===== src/pfwp_regs.vh =====
// register offsets, field positions, reset values and sizes of the flash write guard
`ifndef PFWP_REGS_VH
`define PFWP_REGS_VH

// ==========================================================================
// apb register map (byte addresses)
`define PFWP_OFS_CFG      12'h000
`define PFWP_OFS_STATUS   12'h004
`define PFWP_OFS_FAULT    12'h008
`define PFWP_OFS_LOADADR  12'h00C

// ==========================================================================
// config word fields (low eleven bits of the configuration word)
`define PFWP_CFG_PAGE_LSB     0
`define PFWP_CFG_PAGE_MSB     5
`define PFWP_CFG_END_BIT      6
`define PFWP_CFG_LASTPG_BIT   7
`define PFWP_CFG_SEGDIS_BIT   8
`define PFWP_CFG_WGUARD_BIT   9
`define PFWP_CFG_CGUARD_BIT   10
`define PFWP_CFG_WIDTH        11

// erased flash reads all ones, so the unprogrammed settings are the reset value
`define PFWP_CFG_RESET        11'h7FF

// ==========================================================================
// program memory geometry in word addresses
`define PFWP_ADDR_W           17
`define PFWP_PAGE_SHIFT       9
`define PFWP_LAST_ADDR        17'h0ABFF
`define PFWP_CFGWORD_ADDR     17'h0ABFE

// ==========================================================================
// timing: reset pulse width after a parity error
`define PFWP_RST_NS           50
`define PFWP_CLK_NS           5
`define PFWP_RST_CYC          ((`PFWP_RST_NS + `PFWP_CLK_NS - 1) / `PFWP_CLK_NS)

`endif


===== src/pfwp_top.v =====
// program flash write protection: config load, shadow check and access decision
//
// Function
// - with the code guard active, external reads and writes of program memory are refused.
// - with the write guard at 0, every internal write and erase is blocked.
// - a write or erase inside the protected segment drops the memory interlock.
// - segment protection only adds to global protection.
// - segment bounds act only while the segment disable is 0.
// - the six-bit page field picks one 512-word page which is itself protected.
// - with end select 0 the range runs from address zero through the chosen page.
// - with end select 1 the range runs from the chosen page to the end of memory.
// - with the last page guard at 0 the final page is always write protected.
// - with segment disable and last page guard both 1 only global guards apply.
// - each configuration register has a complement shadow compared continuously.
// - a configuration bit that changes unexpectedly flags a parity error and resets.
// - the configuration is loaded from the configuration words in flash.
// - the code guard also shields the configuration words from external access.
//
// Register access over APB and the placing of the registers are this design's own decisions.
`timescale 1ns/1ps
`include "pfwp_regs.vh"

module pfwp_top (
	input  wire                    mclk_i,
	input  wire                    rst_i,
	// apb slave
	input  wire                    psel_i,
	input  wire                    penable_i,
	input  wire                    pwrite_i,
	input  wire [11:0]             paddr_i,
	input  wire [31:0]             pwdata_i,
	output reg  [31:0]             prdata_o,
	output reg                     pready_o,
	output reg                     pslverr_o,
	// configuration word load from flash
	input  wire                    cfg_load_i,
	input  wire [15:0]             cfg_word_i,
	input  wire [`PFWP_CFG_WIDTH-1:0] cfg_upset_i,
	// memory controller request
	input  wire                    req_valid_i,
	input  wire                    req_ext_i,
	input  wire                    req_write_i,
	input  wire [`PFWP_ADDR_W-1:0] req_addr_i,
	output reg                     grant_o,
	output reg                     nonvolatile_memory_interlock_o,
	output reg                     refuse_o,
	// device reset request and parity flag
	output reg                     dev_reset_o,
	output reg                     parity_err_o
);

	// ==========================================================================
	// configuration register with shadow
	wire [`PFWP_CFG_WIDTH-1:0] cfg_val;
	wire                       cfg_mismatch;

	// config data comes only from the stored flash word
	pfwp_shadow_cmp #(
		.W   (`PFWP_CFG_WIDTH),
		.RST (`PFWP_CFG_RESET)
	) u_cfg (
		.mclk_i     (mclk_i),
		.rst_i      (rst_i),
		.load_i     (cfg_load_i),
		.data_i     (cfg_word_i[`PFWP_CFG_WIDTH-1:0]),
		.upset_i    (cfg_upset_i),
		.value_o    (cfg_val),
		.mismatch_o (cfg_mismatch)
	);

	wire [5:0] boundary_page_select   = cfg_val[`PFWP_CFG_PAGE_MSB:`PFWP_CFG_PAGE_LSB];
	wire       segment_end_select     = cfg_val[`PFWP_CFG_END_BIT];
	wire       last_page_guard        = cfg_val[`PFWP_CFG_LASTPG_BIT];
	wire       segment_guard_disable  = cfg_val[`PFWP_CFG_SEGDIS_BIT];
	wire       global_write_guard     = cfg_val[`PFWP_CFG_WGUARD_BIT];
	wire       global_code_guard_n    = cfg_val[`PFWP_CFG_CGUARD_BIT];

	// ==========================================================================
	// segment range decode
	wire [`PFWP_ADDR_W-1:0] page_lo;
	wire [`PFWP_ADDR_W-1:0] page_hi;
	wire [`PFWP_ADDR_W-1:0] last_pg_lo;

	// the last page starts at the last address with the in-page offset cleared
	localparam [`PFWP_ADDR_W-1:0] LAST_ADDR = `PFWP_LAST_ADDR;

	// the chosen page is inclusive at both ends
	assign page_lo    = {{(`PFWP_ADDR_W-15){1'b0}}, boundary_page_select, 9'h000};
	assign page_hi    = {{(`PFWP_ADDR_W-15){1'b0}}, boundary_page_select, 9'h1FF};
	assign last_pg_lo = {LAST_ADDR[`PFWP_ADDR_W-1:`PFWP_PAGE_SHIFT], {`PFWP_PAGE_SHIFT{1'b0}}};

	wire in_low_seg  = (req_addr_i <= page_hi);
	wire in_high_seg = (req_addr_i >= page_lo);
	wire in_last_pg  = (req_addr_i >= last_pg_lo);
	wire is_cfg_word = (req_addr_i >= `PFWP_CFGWORD_ADDR);

	// segment bounds only count while disable is 0
	wire seg_hit  = !segment_guard_disable &&
		(segment_end_select ? in_high_seg : in_low_seg);
	// last page guard acts regardless of other settings
	wire last_hit = !last_page_guard && in_last_pg;
	wire seg_prot = seg_hit || last_hit;

	// ==========================================================================
	// combinational access decision
	reg allow_c;
	reg interlock_c;
	reg refuse_c;

	always @* begin
		allow_c     = 1'b1;
		interlock_c = 1'b1;
		refuse_c    = 1'b0;
		if (req_ext_i) begin
			// external programmer: code guard refuses reads and writes
			if (!global_code_guard_n)
				refuse_c = 1'b1;
			if (req_write_i && (seg_prot || !global_write_guard))
				refuse_c = 1'b1;
		end else if (req_write_i) begin
			// internal self-write: either guard set blocks it
			if (!global_write_guard || seg_prot)
				refuse_c = 1'b1;
		end
		if (is_cfg_word && !global_code_guard_n && req_ext_i)
			refuse_c = 1'b1;
		if (refuse_c) begin
			allow_c     = 1'b0;
			interlock_c = 1'b0;
		end
	end

	// outputs from flops; grant drops so memory stays unchanged
	always @(posedge mclk_i) begin
		if (rst_i) begin
			grant_o                        <= 1'b0;
			nonvolatile_memory_interlock_o <= 1'b0;
			refuse_o                       <= 1'b0;
		end else begin
			grant_o                        <= req_valid_i && allow_c;
			nonvolatile_memory_interlock_o <= req_valid_i && req_write_i && interlock_c;
			refuse_o                       <= req_valid_i && refuse_c;
		end
	end

	// ==========================================================================
	// parity error and forced reset
	reg [3:0] rst_cnt_reg;
	// pulse length in cycles, cut to the counter width on purpose
	localparam [31:0] RST_LOAD = `PFWP_RST_CYC;
	reg [7:0] fault_cnt_reg;
	reg [`PFWP_ADDR_W-1:0] last_refused_reg;

	// a shadow mismatch asserts a reset pulse of fixed width
	always @(posedge mclk_i) begin
		if (rst_i) begin
			rst_cnt_reg  <= 4'h0;
			dev_reset_o  <= 1'b0;
			parity_err_o <= 1'b0;
		end else begin
			if (cfg_mismatch)
				parity_err_o <= 1'b1;
			if (cfg_mismatch && rst_cnt_reg == 4'h0) begin
				rst_cnt_reg <= RST_LOAD[3:0];
				dev_reset_o <= 1'b1;
			end else if (rst_cnt_reg != 4'h0) begin
				rst_cnt_reg <= rst_cnt_reg - 4'h1;
				dev_reset_o <= (rst_cnt_reg != 4'h1);
			end
		end
	end

	// refusal counter and last refused address for software
	always @(posedge mclk_i) begin
		if (rst_i) begin
			fault_cnt_reg    <= 8'h00;
			last_refused_reg <= {`PFWP_ADDR_W{1'b0}};
		end else if (req_valid_i && refuse_c) begin
			if (fault_cnt_reg != 8'hFF)
				fault_cnt_reg <= fault_cnt_reg + 8'h01;
			last_refused_reg <= req_addr_i;
		end else if (psel_i && penable_i && pwrite_i && paddr_i == `PFWP_OFS_FAULT) begin
			fault_cnt_reg <= 8'h00;
		end
	end

	// ==========================================================================
	// apb slave: one wait-free access phase, unmapped gives pslverr
	always @(posedge mclk_i) begin
		if (rst_i) begin
			pready_o  <= 1'b0;
			pslverr_o <= 1'b0;
			prdata_o  <= 32'h00000000;
		end else if (psel_i && !penable_i) begin
			pready_o  <= 1'b1;
			pslverr_o <= 1'b0;
			prdata_o  <= 32'h00000000;
			if (paddr_i == `PFWP_OFS_CFG)
				prdata_o <= {21'h000000, cfg_val};
			else if (paddr_i == `PFWP_OFS_STATUS)
				prdata_o <= {29'h00000000, dev_reset_o, parity_err_o, cfg_mismatch};
			else if (paddr_i == `PFWP_OFS_FAULT)
				prdata_o <= {24'h000000, fault_cnt_reg};
			else if (paddr_i == `PFWP_OFS_LOADADR)
				prdata_o <= {15'h0000, last_refused_reg};
			else
				pslverr_o <= 1'b1;
		end else begin
			pready_o  <= 1'b0;
			pslverr_o <= 1'b0;
		end
	end

endmodule


===== src/pfwp_shadow_cmp.v =====
// one configuration register with its complement shadow and a mismatch check
`timescale 1ns/1ps

module pfwp_shadow_cmp #(
	parameter W = 11,
	parameter [W-1:0] RST = {W{1'b1}}
) (
	input  wire         mclk_i,
	input  wire         rst_i,
	input  wire         load_i,
	input  wire [W-1:0] data_i,
	input  wire [W-1:0] upset_i,
	output wire [W-1:0] value_o,
	output reg          mismatch_o
);

	reg [W-1:0] value_reg;
	reg [W-1:0] shadow_reg;

	// the upset input models a cell disturbance on the live copy only
	always @(posedge mclk_i) begin
		if (rst_i) begin
			value_reg  <= RST;
			shadow_reg <= ~RST;
		end else if (load_i) begin
			value_reg  <= data_i;
			shadow_reg <= ~data_i;
		end else begin
			value_reg  <= value_reg ^ upset_i;
		end
	end

	// compare every cycle, registered so the flag is glitch free
	always @(posedge mclk_i) begin
		if (rst_i)
			mismatch_o <= 1'b0;
		else
			mismatch_o <= (value_reg != ~shadow_reg);
	end

	assign value_o = value_reg;

endmodule


===== config.mk =====
export PLATFORM = sky130hd
export DESIGN_NAME = pfwp_top
export DESIGN_NICKNAME = d
export VERILOG_FILES = /design/src/pfwp_top.v /design/src/pfwp_shadow_cmp.v
export VERILOG_INCLUDE_DIRS = /design/src
export SDC_FILE = /design/constraint.sdc
export NUM_CORES = 1
export LEC_CHECK = 0
export ABC_AREA = 1
export BUFFER_PORTS_ARGS = -buffer_cell sky130_fd_sc_hd__buf_4
export CAP_MARGIN = 25
export CORE_ASPECT_RATIO = 0.7
export CORE_UTILIZATION = 39
export DETAILED_ROUTE_END_ITERATION = 8
export GPL_TIMING_DRIVEN = 0
export PLACE_DENSITY = 0.64
export SLEW_MARGIN = 10
export SYNTH_ARGS = -nofsm -noshare
export SYNTH_HDL_FRONTEND = slang
export SYNTH_SLANG_ARGS = --single-unit

===== constraint.sdc =====
create_clock -name mclk_i -period 2.2 [get_ports mclk_i]
set_input_delay 0.44 -clock mclk_i [delete_from_list [all_inputs] [get_ports mclk_i]]
set_output_delay 0.44 -clock mclk_i [all_outputs]
set_load 0.02 [all_outputs]

==> After elaboration in Yosys (flattened, before gate mapping) <==
Index checks and enable logic that the tools add are counted.
{ "op_classes": {"multipliers": 0, "n_reduce_logical": 29, "n_lt_le_gt_ge": 4, "n_div": 0, "n_eq_ne": 7, "bitwise": 4, "n_mux": 22, "shift": 0, "n_addsub": 2} }
{ "op_table": {"columns": ["operator", "n"], "rows": [
  ["17-bit two-way mux", 4],
  ["17-bit by 16-bit >= comparator with 1-bit output, second input constant", 2],
  ["12-bit by 4-bit == test with 1-bit output, second input constant", 2],
  ["8-bit two-way mux", 3],
  ["11-bit NOT", 2],
  ["17-bit by 15-bit >= comparator with 1-bit output", 1],
  ["17-bit by 15-bit <= comparator with 1-bit output", 1],
  ["1-bit logical AND", 14],
  ["12-bit by 3-bit == test with 1-bit output, second input constant", 1],
  ["12-bit zero test", 1],
  ["1-bit two-way mux", 12],
  ["11-bit two-way mux", 1],
  ["11-bit inequality test", 1],
  ["11-bit XOR", 1],
  ["8-bit by 1-bit adder with 8-bit output, second input constant", 1],
  ["4-bit two-way mux", 2],
  ["8-bit inequality test, second input constant", 1],
  ["1-bit zero test", 5],
  ["5-bit OR reduction", 1],
  ["4-bit zero test", 1],
  ["4-bit by 1-bit inequality test with 1-bit output, second input constant", 1],
  ["2-bit nonzero test", 2],
  ["4-bit nonzero test", 1],
  ["4-bit by 1-bit subtractor with 4-bit output, second input constant", 1],
  ["5 further kinds", 6]
]} }
{ "word_totals": {"latchBits": 0, "in_bits": 97, "n_memories": 0, "mem_bits_ro": 0, "register_bits": 91, "mem_bits_rw": 0, "elab_cells": 83, "output_inout_bits": 39} }

==> Depth between registers and ports, before layout <==
{ "depth": {"depth_word": 12, "mapped_depth": 20, "depth_no_buf": 19} }

==> By module <==
From an unflattened synthesis, not the netlist that was laid out.
{ "unflattened": {"hier_cells": 547, "hier_area_um2": 3862.5} }
{ "modules_own_cells": {"columns": ["module", "instances", "area_per_inst_um2", "cells_each", "seq_area_each_um2"], "rows": [
  ["pfwp_top", 1, 2787.7, 395, 1061.0],
  ["pfwp_shadow_cmp", 1, 1074.8, 152, 460.4]
]} }

==> Least setup slack after synthesis <==
OpenSTA, ideal clock, no wires.
{ "synth_path": {"kind": "input to register", "from": "in req_addr_i[10]", "to": "reg fault_cnt_reg[6]", "t_arrival_ns": 1.916, "path_stages": 16, "slack_ns": 0.216, "setup_time_ns": 0.067, "t_required_ns": 2.133, "cell_sequence": "ha_1 nand2_1 nand2_1 nand2_1 nand2_1 a21oi_1 nand2_1 nand2_1 nand2_1 nand2_1 nand2_1 nand2_2 nand2_4 buf_6 or2_1 a21oi_2"} }
{ "synth_via": {"elab_chain_cells": 12, "word_cells_on_any_way": 22, "cone_classes": "4 x order compare; 1 x eq/ne; 7 x mux; 10 x reduce/logical"} }
{ "synth_lines": {"columns": ["item", "line", "source"], "rows": [
  ["from (decl)", "pfwp_top.v:43", "input wire [`PFWP_ADDR_W-1:0] req_addr_i,"],
  ["17-bit by 15-bit <= comparator with 1-bit output or 17-bit by 15-bit >= comparator with 1-bit output (tied branches)", "pfwp_top.v:92, pfwp_top.v:93", null],
  ["1-bit two-way mux", "pfwp_top.v:99", "(segment_end_select ? in_high_seg : in_low_seg);"],
  ["1-bit logical AND", "pfwp_top.v:98", "wire seg_hit = !segment_guard_disable &&"],
  ["1-bit logical OR", "pfwp_top.v:102", "wire seg_prot = seg_hit || last_hit;"],
  ["1-bit logical OR", "pfwp_top.v:118, pfwp_top.v:122", null],
  ["1-bit two-way mux or 1-bit logical AND (tied branches)", "pfwp_top.v:122, pfwp_top.v:118", null],
  ["1-bit two-way mux (on tied branches)", "pfwp_top.v:120, pfwp_top.v:118", null],
  ["1-bit two-way mux", "pfwp_top.v:114", "if (req_ext_i) begin"],
  ["1-bit two-way mux *", "pfwp_top.v:125", "if (is_cfg_word && !global_code_guard_n && req_ext_i)"],
  ["1-bit logical AND *", "pfwp_top.v:178", "end else if (req_valid_i && refuse_c) begin"],
  ["2-bit by 1-bit inequality test with 1-bit output (no source line) or 2-bit nonzero test (tied branches)", null, null],
  ["2-bit AND reduction (no source line)", null, null],
  ["to (signal assigned)", "pfwp_top.v:180", "fault_cnt_reg <= fault_cnt_reg + 8'h01;"],
  ["to (decl)", "pfwp_top.v:151", "reg [7:0] fault_cnt_reg;"]
]} }
Mark *: on every way between the ends. The rest lies on a longest branch, timed or not.
A chain may end at the register's enable or synchronous reset.

==> Worst setup path in the final report <==
{ "layout_path": {"from": "reg u_cfg.value_reg[3], in the netlist u_cfg.value_o[3]", "to": "reg fault_cnt_reg[6]"} }
{ "layout_via": {"elab_chain_cells": 12, "word_cells_on_any_way": 17, "cone_classes": "2 x order compare; 1 x eq/ne; 7 x mux; 7 x reduce/logical"} }
{ "layout_lines": {"columns": ["item", "line", "source"], "rows": [
  ["from (decl)", "pfwp_shadow_cmp.v:17", "reg [W-1:0] value_reg;"],
  ["from (signal assigned)", "pfwp_shadow_cmp.v:26", "value_reg <= data_i;"],
  ["from (signal assigned)", "pfwp_shadow_cmp.v:29", "value_reg <= value_reg ^ upset_i;"],
  ["17-bit by 15-bit <= comparator with 1-bit output or 17-bit by 15-bit >= comparator with 1-bit output (tied branches)", "pfwp_top.v:92, pfwp_top.v:93", null],
  ["1-bit two-way mux *", "pfwp_top.v:99", null],
  ["1-bit logical AND *", "pfwp_top.v:98", null],
  ["1-bit logical OR *", "pfwp_top.v:102", null],
  ["1-bit logical OR *", "pfwp_top.v:118, pfwp_top.v:122", null],
  ["1-bit two-way mux or 1-bit logical AND (tied branches)", "pfwp_top.v:122, pfwp_top.v:118", null],
  ["1-bit two-way mux (on tied branches)", "pfwp_top.v:120, pfwp_top.v:118", null],
  ["1-bit two-way mux *", "pfwp_top.v:114", null],
  ["1-bit two-way mux *", "pfwp_top.v:125", null],
  ["1-bit logical AND *", "pfwp_top.v:178", null],
  ["2-bit by 1-bit inequality test with 1-bit output (no source line) or 2-bit nonzero test (tied branches)", null, null],
  ["2-bit AND reduction (no source line)", null, null]
]} }
Marks and branches as above.

==> flow_summary.yaml <==
logic_synthesis:
  yosysWarnings: 0
  synth-main-ff-cell: "dfxtp_1"
  yosysMostFrequentCell: "nand2_1"
  synthDistinctLibCells: 39
  synth_edf_count: 0
  netlist_area_um2: 3846
  synthCells: 538
  seq_area_frac_synth_pct: 39.56
  yosys.area.top_type_share_pct: 39.56
  async_flop_share_pct: 0
  synth.largest_area_cell: "dfxtp_1"
  synth-seq-cells: 76
  yosys-top-cells-area: "dfxtp_1 (40%), nand2_1 (8.5%), inv_1 (6.8%)"
  netlist_top_cells_count: "nand2_1 (87), dfxtp_1 (76), inv_1 (70)"
  syn_avg_cell_area_um2: 7.149
setup_path:
  required_ps: 2470
  reg2reg_from: "u_cfg.value_o[3]$_SDFF_PP1_"
  rr_worst_depth: 18
  r2r_slack_ps: 30
  crit_path_start: "u_cfg.value_o[3]$_SDFF_PP1_"
  critPathCapture: "fault_cnt_reg[6]$_SDFFE_PP0P_"
  crit_type: "reg2reg"
  crit_path_start_kind: "flip-flop"
  cp.arrival_ps: 2440
  cp-end-kind: "flip-flop"
  cp_max_fo: 5
  reg2reg_to: "fault_cnt_reg[6]$_SDFFE_PP0P_"
timing:
  fin_crit_ps: 2173
  rsz0062_at_grt: "yes"
  setup_viol: 0
  min_period_over_period_pct: 98.79
  hold_violations: 0
  max_freq_mhz: 460.1
  skew_ps: 4.544
  worst_slew_pin_slew_ps: 682.4
  slew_headroom_pct: 54.51
  drv_slew: 0
  final.setup.tns_ps: 0
routing:
  vias_per_cell: 5.005
  drc: 0
  via_count: 3939
  wirelength_um: 11700
  wire_per_inst_um: 14.86
  drt_iter0_drc: 318
  ant_nets: 0
  drt-pass1-iter-count: 4
global_route:
  grt-ovfl-total: 0
  grtUsageTotal_pct: 23.36
  grt_start_max_net_pins: 13
  grt_pass1_vias: 3562
  antenna_found_initial: 0
  grt_pass1_wl_um: 18110
clocking:
  clk_latency_ps: 340
  cts_made_buffers: 9
  path_clk_slew_ps: 60
  cts.sinks: 76
  clockBufferDepth: 2
  cts-root-buf: "clkbuf_16"
  htree_levels: 3
  tritoncts: "yes"
placed_design:
  postPlaceCellArea_um2: 4677
  post-place-cells: 759
  portBuffers: 83
  gp_congestion: 0.9307
  hpwl_um: 8917
floorplanning:
  die_w_um: 120.7
  io_pins: 136
  dieArea_um2: 10270
  dieHeight_um: 85.09
  design.core.area_um2: 9325
  std_cell_rows: 29
  start_util_pct: 41.25
final_layout:
  layout-drive-gt1-share_pct: 28.51
  nNetsFinal: 766
  final_cells: 787
  syn2layout_area_growth_pct: 37.18
  stdcell_area_um2: 5276
  diodes: 0
worst_hold_path:
  hold_class: "in2reg"
pwr:
  p_leak_nw: 2.422
  vdd_ir_drop_max_mv: 0.4002
  p_per_area_nw_per_um2: 756.0
outcome:
  status: "finished, final reports clean"
flow_run:
  max-cap-violations: 0
## metrics by stage
step	utilization (%)	total power [mW]	worst slack, ps	hold WS, ps
finish	56.58	3.989	26.61	310.8
global route	56.58	4.184	-95.04	323.2
CTS	54.69	3.952	2.142	290.5
detailed placement	50.15	2.309	-447.8	457.8
global placement	50.15	2.280	-394.0	449.7
floorplan	-	2.037	216.5	430.4
## worst min path at each step
stage	start	to	slack (ps)	depth (start not counted)
6_report	req_write_i	nonvolatile_memory_interlock_o$_SDFF_PP0_	310	3
5_1_grt	req_write_i	nonvolatile_memory_interlock_o$_SDFF_PP0_	320	3
4_1_cts	req_write_i	nonvolatile_memory_interlock_o$_SDFF_PP0_	290	3
3_5_place_dp	prdata_o[2]$_SDFFE_PP0P_	prdata_o[2]$_SDFFE_PP0P_	460	2
3_3_place_gp	fault_cnt_reg[0]$_SDFFE_PP0P_	fault_cnt_reg[0]$_SDFFE_PP0P_	450	1
2_1_floorplan	last_refused_reg[2]$_SDFFE_PP0P_	last_refused_reg[2]$_SDFFE_PP0P_	430	2
## layer usage
layer  global-route usage (%)  vias to the layer above  wire length, um
li1                         -                     1965                -
met1                    34.01                     1802             5496
met2                    34.12                      161             5086
met3                    5.175                       11              989
met4                    7.295                        0              123
met5                        0                        -                0
## report_power, final
group / internal (mW) / total [mW] / switching, mW / leakage (nW)
clock: 1.05 / 1.61 / 0.568 / 0.158
sequential: 1.49 / 1.57 / 0.0814 / 0.624
combinational: 0.347 / 0.803 / 0.456 / 1.64
## placed cells by master, fill, tap and decap left out, types with 5 or more instances in the layout
cell type,netlist,layout
buf_4,16,111
o21ai_0,49,41
clkbuf_16,0,9
nor2_1,62,60
ha_4,0,6
inv_1,70,62
o211ai_1,6,6
a21oi_1,42,40
clkbuf_1,13,13
dfxtp_1,76,70
xnor2_1,8,8
conb_1,1,15
inv_2,1,5
nand3_1,31,29
xor2_1,8,8
nor3_1,9,7
or2_2,13,13
nand2_2,1,6
nand2_1,87,80
o21ai_1,0,7
## final cells by class
class	instances	area [um2]
buffer	33	202.7
multi-input combinational	372	2062
clock inverter	4	72.57
timing repair buffer	96	718.2
sequential	76	1534
fill	891	4049
inverter	71	279.0
clock buffer	11	252.7
tap	124	155.1
## logic make-up (layout without fill, tap and decap cells)
| family | Yosys count | after routing | synth area share [%] |
|---|---|---|---|
| other | 1 | 15 | 0.09750 |
| and+or+nand+nor | 213 | 213 | 23.98 |
| xor gates and xnor gates | 16 | 16 | 3.644 |
| DFF | 76 | 76 | 39.56 |
| buffers and inverters | 104 | 215 | 11.97 |
| AOI/OAI and AO/OA | 118 | 118 | 17.50 |
| adders and majority gates | 10 | 10 | 3.253 |
## worst max-delay path: stages (launching register included)
cell and delay [ps]:
dfxtp_4 370, inv_4 50, ha_4 270, nand2_4 60, inv_4 60, nand2_1 50, nor2_1 130, nand3_2 90
nand3_2 70, nand2_1 50, inv_1 60, nand2_2 60, nand2_2 80, nand2_2 70, nand2_4 80, nand2_4 80
buf_6 130, or2_1 230, a21oi_2 110
## repair_timing
| item | in CTS | in global routing |
|---|---|---|
| hold buffers | 0 | 0 |
| setup endpoints to repair | 26 | 26 |
| gates resized for setup | 20 | 40 |
| cloned | 0 | 2 |
| setup buffers | 4 | 7 |
| pin swaps | 4 | 17 |
Power figures use the tool's default switching activity.
